File: src/design/sfr_pkg.sv
// Purpose: Shared constants and types of the start and fault-reset controller
// Assumes: sys_clk at 250 MHz; time settings arrive in tenths of a second
// Notes:   Long cycle counts are top-level parameters; these are their defaults
package sfr_pkg;

  // Clock and time base
  localparam int unsigned CLK_MHZ        = 250;
  localparam int unsigned TICK_TIME_MS   = 100;
  localparam int unsigned TICK_CYCLES    = TICK_TIME_MS * 1000 * CLK_MHZ;
  localparam int unsigned STAGGER_TIME_US = 20;
  localparam int unsigned STAGGER_CYCLES = STAGGER_TIME_US * CLK_MHZ;

  // Field widths
  localparam int unsigned TICK_W  = 25;
  localparam int unsigned DLY_W   = 13;
  localparam int unsigned CNT_W   = 14;
  localparam int unsigned COOL_W  = 16;
  localparam int unsigned PW_W    = 16;
  localparam int unsigned STG_W   = 13;
  localparam int unsigned LFSR_W  = 16;
  localparam int unsigned NBYP    = 3;
  localparam int unsigned NPIN    = 9;

  // Setting limits, in tenths of a second or in counts
  localparam logic [DLY_W-1:0]  DLY_MIN   = 13'h0001;
  localparam logic [DLY_W-1:0]  DLY_MAX   = 13'h1770;
  localparam logic [CNT_W-1:0]  LIMIT_MAX = 14'h2710;
  localparam logic [COOL_W-1:0] CYC_MIN   = 16'h0258;
  localparam logic [LFSR_W-1:0] LFSR_SEED = 16'hace1;
  localparam logic [LFSR_W-1:0] LFSR_TAPS = 16'hb400;
  localparam logic [PW_W-1:0]   PW_RESET  = 16'h0000;

  // Synchronised pin positions
  localparam int unsigned PIN_START   = 0;
  localparam int unsigned PIN_PERMIT  = 1;
  localparam int unsigned PIN_JOG     = 2;
  localparam int unsigned PIN_TRST    = 3;
  localparam int unsigned PIN_PRST    = 4;
  localparam int unsigned PIN_FRST    = 5;
  localparam int unsigned PIN_PANEL   = 6;
  localparam int unsigned PIN_SENSE   = 7;
  localparam int unsigned PIN_PSTART  = 8;

  // Reset mode encodings
  localparam logic [1:0] MODE_MANUAL  = 2'h0;
  localparam logic [1:0] MODE_AUTO    = 2'h1;
  localparam logic [1:0] MODE_POWERUP = 2'h2;

  // Edit access levels
  localparam logic [1:0] LVL_READ  = 2'h0;
  localparam logic [1:0] LVL_BASIC = 2'h1;
  localparam logic [1:0] LVL_ALL   = 2'h2;

  // Sense switch: low is edge sensing
  localparam logic SENSE_EDGE = 1'b0;

  typedef enum logic [2:0] {
    ST_STOP, ST_RAMP, ST_JOG, ST_BYPASS, ST_FAULT
  } sfr_state_t;

  typedef enum logic [2:0] {
    STAT_STOP, STAT_RAMP, STAT_JOG, STAT_BYPASS, STAT_FAULT, STAT_WARN
  } sfr_status_t;

endpackage : sfr_pkg

File: src/design/sfr_start_ctrl.sv
// Purpose: Start gating, fault trip and reset control of a soft starter
// Assumes: Protection conditions and settings come from logic on sys_clk
// Notes:   Time settings are in tenths of a second, counted by a tick enable
//
// Notes on behaviour
// - Edge mode: a held start after a trip is ignored until re-asserted.
// - The start release-and-reapply demand in edge mode ignores the reset mode.
// - Edge restart needs no trip, permissive, no cool-down inhibit and a fresh edge, in any reset mode.
// - Reset mode: 0 manual, 1 automatic, 2 one reset at power-up.
// - Manual mode clears trips only on panel, face or terminal reset press.
// - Automatic mode clears trips by itself without any reset request.
// - Power-up mode resets once after initialisation, then acts as manual.
// - Automatic reset happens once the delay expires and the condition is gone.
// - The auto-reset delay timer starts as soon as a fault is seen.
// - A still-present fault at expiry keeps the auto-reset attempt pending.
// - Auto-reset delay accepts 0.1 to 600 seconds, default 0.1.
// - Successful auto resets are counted; power cycling clears the count.
// - Limit up to 10000; at the limit auto reset stops, manual needed.
// - Manual reset zeroes the count; a zero limit disables limiting.
// - Warnings need no reset and drop when their condition goes away.
// - Status is stopped, ramping, jogging, bypassed, faulted or warning.
// - Access levels read-only, basic, all; both passwords default to zero.
// - Panel detach is harmless unless the removable setting is off or a panel start is running: then trip.
// - Detaching the panel while running from a panel start trips.
// - Starts and runs need permissive; dropping permissive stops the motor.
// - Overload cool-down inhibits restart and survives control power loss.
// - Bypass contactors cycle at random and close one after another.
// - Sense mode follows the front switch and is reported.
// - Level mode restarts after a fault in auto mode while start is held.
module sfr_start_ctrl #(
  parameter int unsigned TICK_CYCLES    = sfr_pkg::TICK_CYCLES,
  parameter int unsigned STAGGER_CYCLES = sfr_pkg::STAGGER_CYCLES
) (
  input  wire logic                        sys_clk,
  input  wire logic                        rst,
  input  wire logic                        start_pin,
  input  wire logic                        permissive_pin,
  input  wire logic                        jog_pin,
  input  wire logic                        term_reset_pin,
  input  wire logic                        panel_reset_pin,
  input  wire logic                        face_reset_pin,
  input  wire logic                        panel_start_pin,
  input  wire logic                        operator_panel_present,
  input  wire logic                        sense_select_switch,
  input  wire logic [1:0]                  reset_mode,
  input  wire logic [sfr_pkg::DLY_W-1:0]   reset_delay,
  input  wire logic [sfr_pkg::CNT_W-1:0]   reset_limit,
  input  wire logic                        panel_removable_en,
  input  wire logic                        init_done,
  input  wire logic                        fault_cond,
  input  wire logic                        warn_cond,
  input  wire logic                        at_speed,
  input  wire logic                        overload_trip,
  input  wire logic [sfr_pkg::COOL_W-1:0]  cooldown_time,
  input  wire logic [sfr_pkg::COOL_W-1:0]  cooldown_restore,
  input  wire logic                        pw_submit,
  input  wire logic                        pw_change,
  input  wire logic [1:0]                  pw_level,
  input  wire logic [sfr_pkg::PW_W-1:0]    pw_value,
  output logic                             ramp_running,
  output logic                             jog_running,
  output logic [sfr_pkg::NBYP-1:0]         bypass_close,
  output sfr_pkg::sfr_status_t             motor_status,
  output logic                             fault_trip,
  output logic                             warn_active,
  output logic                             sense_is_level,
  output logic [sfr_pkg::CNT_W-1:0]        auto_reset_count,
  output logic [sfr_pkg::COOL_W-1:0]       cooldown_remain,
  output logic                             restart_inhibit,
  output logic [1:0]                       access_level
);

  typedef struct packed {
    logic [sfr_pkg::TICK_W-1:0] tick_cnt;
    logic                       tick;
    sfr_pkg::sfr_state_t        st;
    logic                       trip;
    logic                       from_panel;
    logic                       after_fault;
    logic [sfr_pkg::DLY_W-1:0]  dly_cnt;
    logic                       dly_done;
    logic [sfr_pkg::CNT_W-1:0]  rst_cnt;
    logic                       init_prev;
    logic                       pu_done;
    logic [sfr_pkg::COOL_W-1:0] cool;
    logic                       cool_loaded;
    logic                       panel_prev;
    logic [sfr_pkg::LFSR_W-1:0] lfsr;
    logic [sfr_pkg::COOL_W-1:0] cyc_cnt;
    logic [sfr_pkg::NBYP-1:0]   byp;
    logic [sfr_pkg::STG_W-1:0]  stg_cnt;
    sfr_pkg::sfr_status_t       status;
    logic                       ramp_on;
    logic                       jog_on;
    logic                       inh;
    logic                       warn;
    logic                       sense_lvl;
    logic [1:0]                 lvl;
    logic [sfr_pkg::PW_W-1:0]   pw_basic;
    logic [sfr_pkg::PW_W-1:0]   pw_all;
  } sfr_state_s_t;

  sfr_state_s_t q;
  sfr_state_s_t d;

  logic [sfr_pkg::NPIN-1:0] pin_raw;
  logic [sfr_pkg::NPIN-1:0] pin_lvl;
  logic [sfr_pkg::NPIN-1:0] pin_rise;

  // out-of-range settings pulled to the nearest legal value
  function automatic logic [sfr_pkg::DLY_W-1:0] clamp_delay(
    input logic [sfr_pkg::DLY_W-1:0] v);
    if (v < sfr_pkg::DLY_MIN) begin
      return sfr_pkg::DLY_MIN;
    end
    if (v > sfr_pkg::DLY_MAX) begin
      return sfr_pkg::DLY_MAX;
    end
    return v;
  endfunction : clamp_delay

  function automatic logic [sfr_pkg::CNT_W-1:0] clamp_limit(
    input logic [sfr_pkg::CNT_W-1:0] v);
    return (v > sfr_pkg::LIMIT_MAX) ? sfr_pkg::LIMIT_MAX : v;
  endfunction : clamp_limit

  assign pin_raw = {panel_start_pin, sense_select_switch, operator_panel_present,
                    face_reset_pin, panel_reset_pin, term_reset_pin, jog_pin,
                    permissive_pin, start_pin};

  sfr_pin_sync #(
    .W      (sfr_pkg::NPIN)
  ) u_sync (
    .sys_clk (sys_clk),
    .rst     (rst),
    .pin_in  (pin_raw),
    .level   (pin_lvl),
    .rise    (pin_rise)
  );

  logic start_lvl;
  logic start_rise;
  logic permit;
  logic pstart_rise;
  logic manual_rst;
  logic pu_rst;
  logic clear_ok;
  logic auto_ok;
  logic limit_hit;
  logic panel_fall;
  logic panel_trip;
  logic running;
  logic inhibit;
  logic edge_mode;
  logic go_ramp;
  logic [sfr_pkg::CNT_W-1:0] limit_eff;

  always_comb begin
    start_lvl   = pin_lvl[sfr_pkg::PIN_START];
    start_rise  = pin_rise[sfr_pkg::PIN_START];
    permit      = pin_lvl[sfr_pkg::PIN_PERMIT];
    pstart_rise = pin_rise[sfr_pkg::PIN_PSTART];
    edge_mode   = (q.sense_lvl == sfr_pkg::SENSE_EDGE);
    running     = (q.st == sfr_pkg::ST_RAMP) || (q.st == sfr_pkg::ST_BYPASS)
                  || (q.st == sfr_pkg::ST_JOG);
    inhibit     = (q.cool != '0) || !q.cool_loaded;
    manual_rst  = pin_rise[sfr_pkg::PIN_TRST] | pin_rise[sfr_pkg::PIN_PRST]
                  | pin_rise[sfr_pkg::PIN_FRST];
    // mode decode, single reset after initialisation
    pu_rst      = (reset_mode == sfr_pkg::MODE_POWERUP) && init_done
                  && !q.init_prev && !q.pu_done;
    clear_ok    = (manual_rst | pu_rst) && !fault_cond;
    limit_eff   = clamp_limit(reset_limit);
    limit_hit   = (limit_eff != '0) && (q.rst_cnt >= limit_eff);
    // auto reset once delay done and condition gone
    auto_ok     = (reset_mode == sfr_pkg::MODE_AUTO) && q.trip && q.dly_done
                  && !fault_cond && !limit_hit;
    panel_fall  = q.panel_prev && !pin_lvl[sfr_pkg::PIN_PANEL];
    panel_trip  = panel_fall && (!panel_removable_en || (running && q.from_panel));
    // start acceptance, edge demand in edge mode, whatever the reset mode
    go_ramp     = pstart_rise || start_rise
                  || (!edge_mode && start_lvl
                      && (!q.after_fault || reset_mode == sfr_pkg::MODE_AUTO));
  end

  always_comb begin
    d            = q;
    d.tick       = 1'b0;
    d.init_prev  = init_done;
    d.panel_prev = pin_lvl[sfr_pkg::PIN_PANEL];
    d.sense_lvl  = pin_lvl[sfr_pkg::PIN_SENSE];

    if (q.tick_cnt == sfr_pkg::TICK_W'(TICK_CYCLES - 1)) begin
      d.tick_cnt = '0;
      d.tick     = 1'b1;
    end else begin
      d.tick_cnt = q.tick_cnt + 1'b1;
    end

    if (pu_rst) begin
      d.pu_done = 1'b1;
    end

    // cool-down restored after power-up, then counted down
    if (!q.cool_loaded) begin
      d.cool        = cooldown_restore;
      d.cool_loaded = 1'b1;
    end else if (overload_trip) begin
      d.cool = cooldown_time;
    end else if (q.tick && (q.cool != '0)) begin
      d.cool = q.cool - 1'b1;
    end

    if (q.trip && q.tick && !q.dly_done) begin
      d.dly_cnt  = q.dly_cnt + 1'b1;
      d.dly_done = (q.dly_cnt + 1'b1) >= clamp_delay(reset_delay);
    end

    if (auto_ok) begin
      d.trip    = 1'b0;
      d.rst_cnt = q.rst_cnt + 1'b1;
    end
    if (clear_ok) begin
      d.trip    = 1'b0;
      d.rst_cnt = '0;
    end
    // New trips win over any clear in the same cycle
    if (fault_cond || panel_trip) begin
      if (!q.trip) begin
        d.dly_cnt  = '0;
        d.dly_done = 1'b0;
      end
      d.trip        = 1'b1;
      d.after_fault = 1'b1;
    end else if (!start_lvl) begin
      d.after_fault = 1'b0;
    end

    d.warn = warn_cond;

    unique case (q.st)
      sfr_pkg::ST_STOP: begin
        // permissive and cool-down gate every start
        if (!q.trip && permit && !inhibit) begin
          if (go_ramp) begin
            d.st         = sfr_pkg::ST_RAMP;
            d.from_panel = pstart_rise;
          end else if (pin_lvl[sfr_pkg::PIN_JOG]) begin
            d.st         = sfr_pkg::ST_JOG;
            d.from_panel = 1'b0;
          end
        end
      end
      sfr_pkg::ST_RAMP: begin
        if (at_speed) begin
          d.st      = sfr_pkg::ST_BYPASS;
          d.byp     = '0;
          d.stg_cnt = '0;
          d.cyc_cnt = sfr_pkg::CYC_MIN + sfr_pkg::COOL_W'(q.lfsr[9:0]);
        end
      end
      sfr_pkg::ST_JOG: begin
        if (!pin_lvl[sfr_pkg::PIN_JOG]) begin
          d.st = sfr_pkg::ST_STOP;
        end
      end
      sfr_pkg::ST_BYPASS: begin
        if (q.byp != '1) begin
          if (q.stg_cnt == sfr_pkg::STG_W'(STAGGER_CYCLES - 1)) begin
            d.stg_cnt = '0;
            d.byp     = {q.byp[sfr_pkg::NBYP-2:0], 1'b1};
          end else begin
            d.stg_cnt = q.stg_cnt + 1'b1;
          end
        end else if (q.tick) begin
          if (q.cyc_cnt == '0) begin
            d.byp     = '0;
            d.cyc_cnt = sfr_pkg::CYC_MIN + sfr_pkg::COOL_W'(q.lfsr[9:0]);
          end else begin
            d.cyc_cnt = q.cyc_cnt - 1'b1;
          end
        end
      end
      sfr_pkg::ST_FAULT: begin
        if (!q.trip) begin
          d.st = sfr_pkg::ST_STOP;
        end
      end
    endcase

    // loss of permissive stops; a trip overrides everything
    if (running && !permit) begin
      d.st = sfr_pkg::ST_STOP;
    end
    if (d.trip && (q.st != sfr_pkg::ST_FAULT)) begin
      d.st = sfr_pkg::ST_FAULT;
    end
    if (d.st != sfr_pkg::ST_BYPASS) begin
      d.byp = '0;
    end
    d.ramp_on = (d.st == sfr_pkg::ST_RAMP) || (d.st == sfr_pkg::ST_BYPASS);
    d.jog_on  = (d.st == sfr_pkg::ST_JOG);
    // Registered copy so the inhibit output comes from a flop
    d.inh     = (d.cool != '0) || !d.cool_loaded;

    d.lfsr = q.lfsr[0] ? ((q.lfsr >> 1) ^ sfr_pkg::LFSR_TAPS) : (q.lfsr >> 1);

    // status, warning shown only when not faulted
    unique case (d.st)
      sfr_pkg::ST_RAMP:   d.status = sfr_pkg::STAT_RAMP;
      sfr_pkg::ST_JOG:    d.status = sfr_pkg::STAT_JOG;
      sfr_pkg::ST_BYPASS: d.status = sfr_pkg::STAT_BYPASS;
      sfr_pkg::ST_FAULT:  d.status = sfr_pkg::STAT_FAULT;
      default:            d.status = sfr_pkg::STAT_STOP;
    endcase
    if (warn_cond && (d.st != sfr_pkg::ST_FAULT)) begin
      d.status = sfr_pkg::STAT_WARN;
    end

    if (pw_submit) begin
      if (pw_level == sfr_pkg::LVL_BASIC && pw_value == q.pw_basic) begin
        d.lvl = sfr_pkg::LVL_BASIC;
      end else if (pw_level == sfr_pkg::LVL_ALL && pw_value == q.pw_all) begin
        d.lvl = sfr_pkg::LVL_ALL;
      end else begin
        d.lvl = sfr_pkg::LVL_READ;
      end
    end else if (pw_change && q.lvl == sfr_pkg::LVL_ALL) begin
      if (pw_level == sfr_pkg::LVL_BASIC) begin
        d.pw_basic = pw_value;
      end else if (pw_level == sfr_pkg::LVL_ALL) begin
        d.pw_all = pw_value;
      end
    end
  end

  always_ff @(posedge sys_clk or posedge rst) begin
    if (rst) begin
      q          <= '0;
      q.st       <= sfr_pkg::ST_STOP;
      q.status   <= sfr_pkg::STAT_STOP;
      q.lfsr     <= sfr_pkg::LFSR_SEED;
      q.inh      <= 1'b1;
      q.pw_basic <= sfr_pkg::PW_RESET;
      q.pw_all   <= sfr_pkg::PW_RESET;
    end else begin
      q <= d;
    end
  end

  assign ramp_running     = q.ramp_on;
  assign jog_running      = q.jog_on;
  assign bypass_close     = q.byp;
  assign motor_status     = q.status;
  assign fault_trip       = q.trip;
  assign warn_active      = q.warn;
  assign sense_is_level   = q.sense_lvl;
  assign auto_reset_count = q.rst_cnt;
  assign cooldown_remain  = q.cool;
  assign restart_inhibit  = q.inh;
  assign access_level     = q.lvl;
endmodule : sfr_start_ctrl

File: src/design/sfr_pin_sync.sv
// Purpose: Three-stage synchroniser with agreement filter and rise pulse
// Assumes: Inputs are asynchronous pins
// Notes:   Stage one feeds stage two only; level moves when stages 2 and 3 agree
module sfr_pin_sync #(
  parameter int unsigned W = 1
) (
  input  wire logic         sys_clk,
  input  wire logic         rst,
  input  wire logic [W-1:0] pin_in,
  output logic      [W-1:0] level,
  output logic      [W-1:0] rise
);

  typedef struct packed {
    logic [W-1:0] s1;
    logic [W-1:0] s2;
    logic [W-1:0] s3;
    logic [W-1:0] lvl;
    logic [W-1:0] rise;
  } sfr_sync_t;

  sfr_sync_t q;
  sfr_sync_t d;

  always_comb begin
    d      = q;
    d.s1   = pin_in;
    d.s2   = q.s1;
    d.s3   = q.s2;
    d.rise = '0;
    for (int i = 0; i < W; i++) begin
      if (q.s2[i] == q.s3[i]) begin
        d.lvl[i]  = q.s3[i];
        d.rise[i] = q.s3[i] & ~q.lvl[i];
      end
    end
  end

  always_ff @(posedge sys_clk or posedge rst) begin
    if (rst) begin
      q <= '0;
    end else begin
      q <= d;
    end
  end

  assign level = q.lvl;
  assign rise  = q.rise;

endmodule : sfr_pin_sync

File: config.mk
export PLATFORM = sky130hd
export DESIGN_NAME = sfr_start_ctrl
export DESIGN_NICKNAME = d
export VERILOG_FILES = /design/src/design/sfr_pkg.sv /design/src/design/sfr_start_ctrl.sv /design/src/design/sfr_pin_sync.sv
export SDC_FILE = /design/constraint.sdc
export NUM_CORES = 1
export LEC_CHECK = 0
export BUFFER_PORTS_ARGS = -buffer_cell sky130_fd_sc_hd__buf_4
export CORE_MARGIN = 5
export CORE_UTILIZATION = 60
export DETAILED_ROUTE_END_ITERATION = 12
export PLACE_DENSITY = 0.9
export SYNTH_ARGS = -nofsm -noshare
export SYNTH_HDL_FRONTEND = slang
export SYNTH_SLANG_ARGS = --single-unit
export TNS_END_PERCENT = 1
File: constraint.sdc
create_clock -name sys_clk -period 11.3 [get_ports sys_clk]
set_input_delay 0.565 -clock sys_clk [delete_from_list [all_inputs] [get_ports sys_clk]]
set_output_delay 0.565 -clock sys_clk [all_outputs]
set_load 0.05 [all_outputs]
==> impl_metrics.yaml <==
setup_path:
  critical_path.cell_chain: "buf_4 -> or4_1 -> nor2_1 -> nand3_1 -> nand2_1 -> nand2_1 -> ha_1 -> and4_1 -> a41o_1 -> a31oi_1 -> a211oi_1 -> o21ai_1 -> o21ai_0 -> nor2_1"
  critical-path-top-delay-family: "compound AO/OA/AOI/OAI gates"
  timing.critical_path.to_type: "flop"
  r2r-start: "cooldown_remain[12]"
  worst_path_max_delay_cell: "sky130_fd_sc_hd__o21ai_0"
  criticalPathCategory: "primary input to flop"
  regToRegSetupSlack_ps: 7690
  worstPathArrival_ps: 4230
  cp_num_buf_inv: 1
  setup.worst_path.start: "reset_limit[0]"
  worst_setup_path_endpoint: "bypass_close[0]"
  path_max_fanout: 10
  critPathMaxStageDelay_ps: 580
  timing.critical_path.required_ps: 11650
  r2r_end: "restart_inhibit"
  critical_path_depth: 14
  timing.critical_path.from_type: "primary input"
  worst-r2r-cell-count: 7
clock_network:
  cts_resized: 0
  cts.reportedPaths.clkPinSlew_ps: 60
  clock_sink_count: 211
  clk_path_buf_depth: 3
  cts.hold.buffers_added: 0
  cts-root-buf: "sky130_fd_sc_hd__clkbuf_16"
  tritoncts_clock_tree: "yes"
  clock_network_latency_to_the_later_pin_of_the_worst_skew_pair_ps: 500
  numCtsBuffers: 22
  post-cts-setup-buffer-count: 0
  h-tree-depth: 1
die:
  core_region_area_um2: 17900
  dieArea_um2: 20900
  std_cell_rows: 49
  die_h_um: 145
  width_of_the_die_um: 145
  io-pin-count: 142
  floorplan.initialDensity_pct: 60.7
sta:
  timing.final.max_slew_violations: 0
  max-slew-margin-rel_pct: 31.0
  max_slew.worst_pin.slew_ps: 1030
  final.period_utilization_pct: 34.3
  hold_viol: 0
  timing.setup.tns_ps: 0
  setup_repair_after_global_routing_missed_its_margin: "false"
  fin_skew_ps: 6.43
  setup_violations: 0
  final_period_minus_worst_setup_slack_ps: 3880
  timing.fmax_mhz: 258
detailed_routing:
  finalWirelength_um: 25400
  via_per_inst: 5.99
  vias: 8598
  drtAntennaViolNets: 0
  remaining_design_rule_violation_count: 0
  wl_per_cell_um: 17.7
  dr.pass1.iters: 5
  drt_first_iter_violations: 635
placement:
  gpl.final_weighted_congestion: 0.927
  port_buffers: 141
  hpwlAfterDp_um: 17700
final_layout:
  layout.nets: 1325
  mostFrequentLayoutCell: "sky130_fd_sc_hd__dfrtp_1"
  post_route_cells_drive_above_1_share_pct: 19.3
  antenna_cells_inserted: 0
  synthToLayoutAreaGrowth_pct: 16.3
  final.fill_count: 1282
  most-common-layout-cells: "202 x sky130_fd_sc_hd__dfrtp_1, 143 x sky130_fd_sc_hd__buf_4, 103 x sky130_fd_sc_hd__nor2_1"
  final_core_utilization_pct: 70.6
power:
  power-per-cell-area_nw_per_um2: 137
  p_leak_nw: 5.96
  ir_worst_vdd_mv: 0.108
yosys:
  syn_area_per_cell_um2: 10.0
  ys_async_sr_fraction_pct: 100
  post_synth_num_cell_types: 72
  yosys_register_bits: 211
  post_synth_instance_area_um2: 10900
  synth.yosys.warnings: 0
  synth.net_count: 1220
  synthFlopType: "sky130_fd_sc_hd__dfrtp_1"
  synthCells: 1087
  ys_seq_area_share_pct: 48.7
  edff_count_synth: 0
grt:
  first_pass_grt_wire_length_um: 41900
  groute.usage.overall_pct: 24.5
  antenna_found_initial: 0
  grt-ovfl-total: 0
  grt_max_degree: 138
  first_global_vias: 8618
run:
  drv.max_cap_violation_count: 0
outcome:
  outcome: "finished clean"
worst_hold_path:
  holdCritPathClass: "primary input to flop"
  min_path_cells: 1
[power breakdown]
| part | internal (mW) | switching, mW | leakage (nW) | total [mW] |
|---|---|---|---|---|
| combinational | 0.0629 | 0.0968 | 2.85 | 0.160 |
| clock | 0.488 | 0.284 | 0.382 | 0.772 |
| sequential | 0.778 | 0.0247 | 2.73 | 0.803 |
[per-stage QoR]
step                total power, mW  hold slack, ps  std cells  cell area (um^2)  worst slack [ps]
finish                         1.73             176       1435             12600              7420
global route                   1.79             158       1435             12600              7100
CTS                            1.74             165       1435             12600              7470
detailed placement            0.973             335       1397             11900              7080
global placement              0.968             333       1397             11900              7220
floorplan                     0.911             331       1087             10900              4980
[layout make-up]
| type | count | area (um^2) | area share [%] |
|---|---|---|---|
| Clock buffer | 32 | 649 | 5.14 |
| Clock inverter | 6 | 130 | 1.03 |
| Inverter | 30 | 123 | 0.970 |
| Multi-Input combinational cell | 784 | 5090 | 40.2 |
| Sequential cell | 211 | 5290 | 41.9 |
| Tap cell | 229 | 287 | 2.27 |
| Timing Repair Buffer | 143 | 1070 | 8.49 |
[worst min-delay path by stage]
stage,start,endpoint
floorplan,u_sync.d[27],u_sync.d[18]
CTS,permissive_pin,u_sync.d[28]
global placement,u_sync.d[33],u_sync.d[24]
detailed placement,u_sync.d[27],u_sync.d[18]
global route,sense_select_switch,u_sync.d[34]
finish,permissive_pin,u_sync.d[28]
[metal layers]
layer / global-route usage [%] / part of all wire, %
met3: 4.40 / 6.8
met2: 42.0 / 50
met1: 31.9 / 41
met4: 7.07 / 2.3
met5: 0 / 0
[cells by family after synthesis]
family                     Yosys count  share of synthesized area (%)
and+or+nand+nor                    404                           18.4
muxes                               40                           4.09
adders and majority gates           39                           4.40
buffers and inverters               92                           4.58
other                                1                         0.0345
AOI/OAI and AO/OA                  203                           12.0
DFF                                211                           48.7
xor gates and xnor gates            97                           7.82
[synth_stat cells, types with 20 or more instances]
library cell               count  area [um^2]
sky130_fd_sc_hd__a21oi_1      48          240
sky130_fd_sc_hd__buf_4        38          285
sky130_fd_sc_hd__clkbuf_1     22         82.6
sky130_fd_sc_hd__dfrtp_1     202         5050
sky130_fd_sc_hd__ha_1         35          438
sky130_fd_sc_hd__inv_1        28          105
sky130_fd_sc_hd__mux2_2       34          383
sky130_fd_sc_hd__nand2_1     101          379
sky130_fd_sc_hd__nand3_1      42          210
sky130_fd_sc_hd__nand4_1      20          125
sky130_fd_sc_hd__nor2_1      103          387
sky130_fd_sc_hd__nor3_1       20          100
sky130_fd_sc_hd__nor4_1       23          144
sky130_fd_sc_hd__o21ai_0      57          285
sky130_fd_sc_hd__xnor2_1      32          280
sky130_fd_sc_hd__xor2_1       65          569
[sequential cells by signal, summed over array words and instances (netlist names), 2 cells and up]
register	cells
cooldown_remain	16
q	126
access_level	2
u_sync.d	18
bypass_close	3
u_sync.level	9
u_sync.rise	5
auto_reset_count	14
motor_status	3
u_sync.q	9
(Power assumes the default switching activity.)
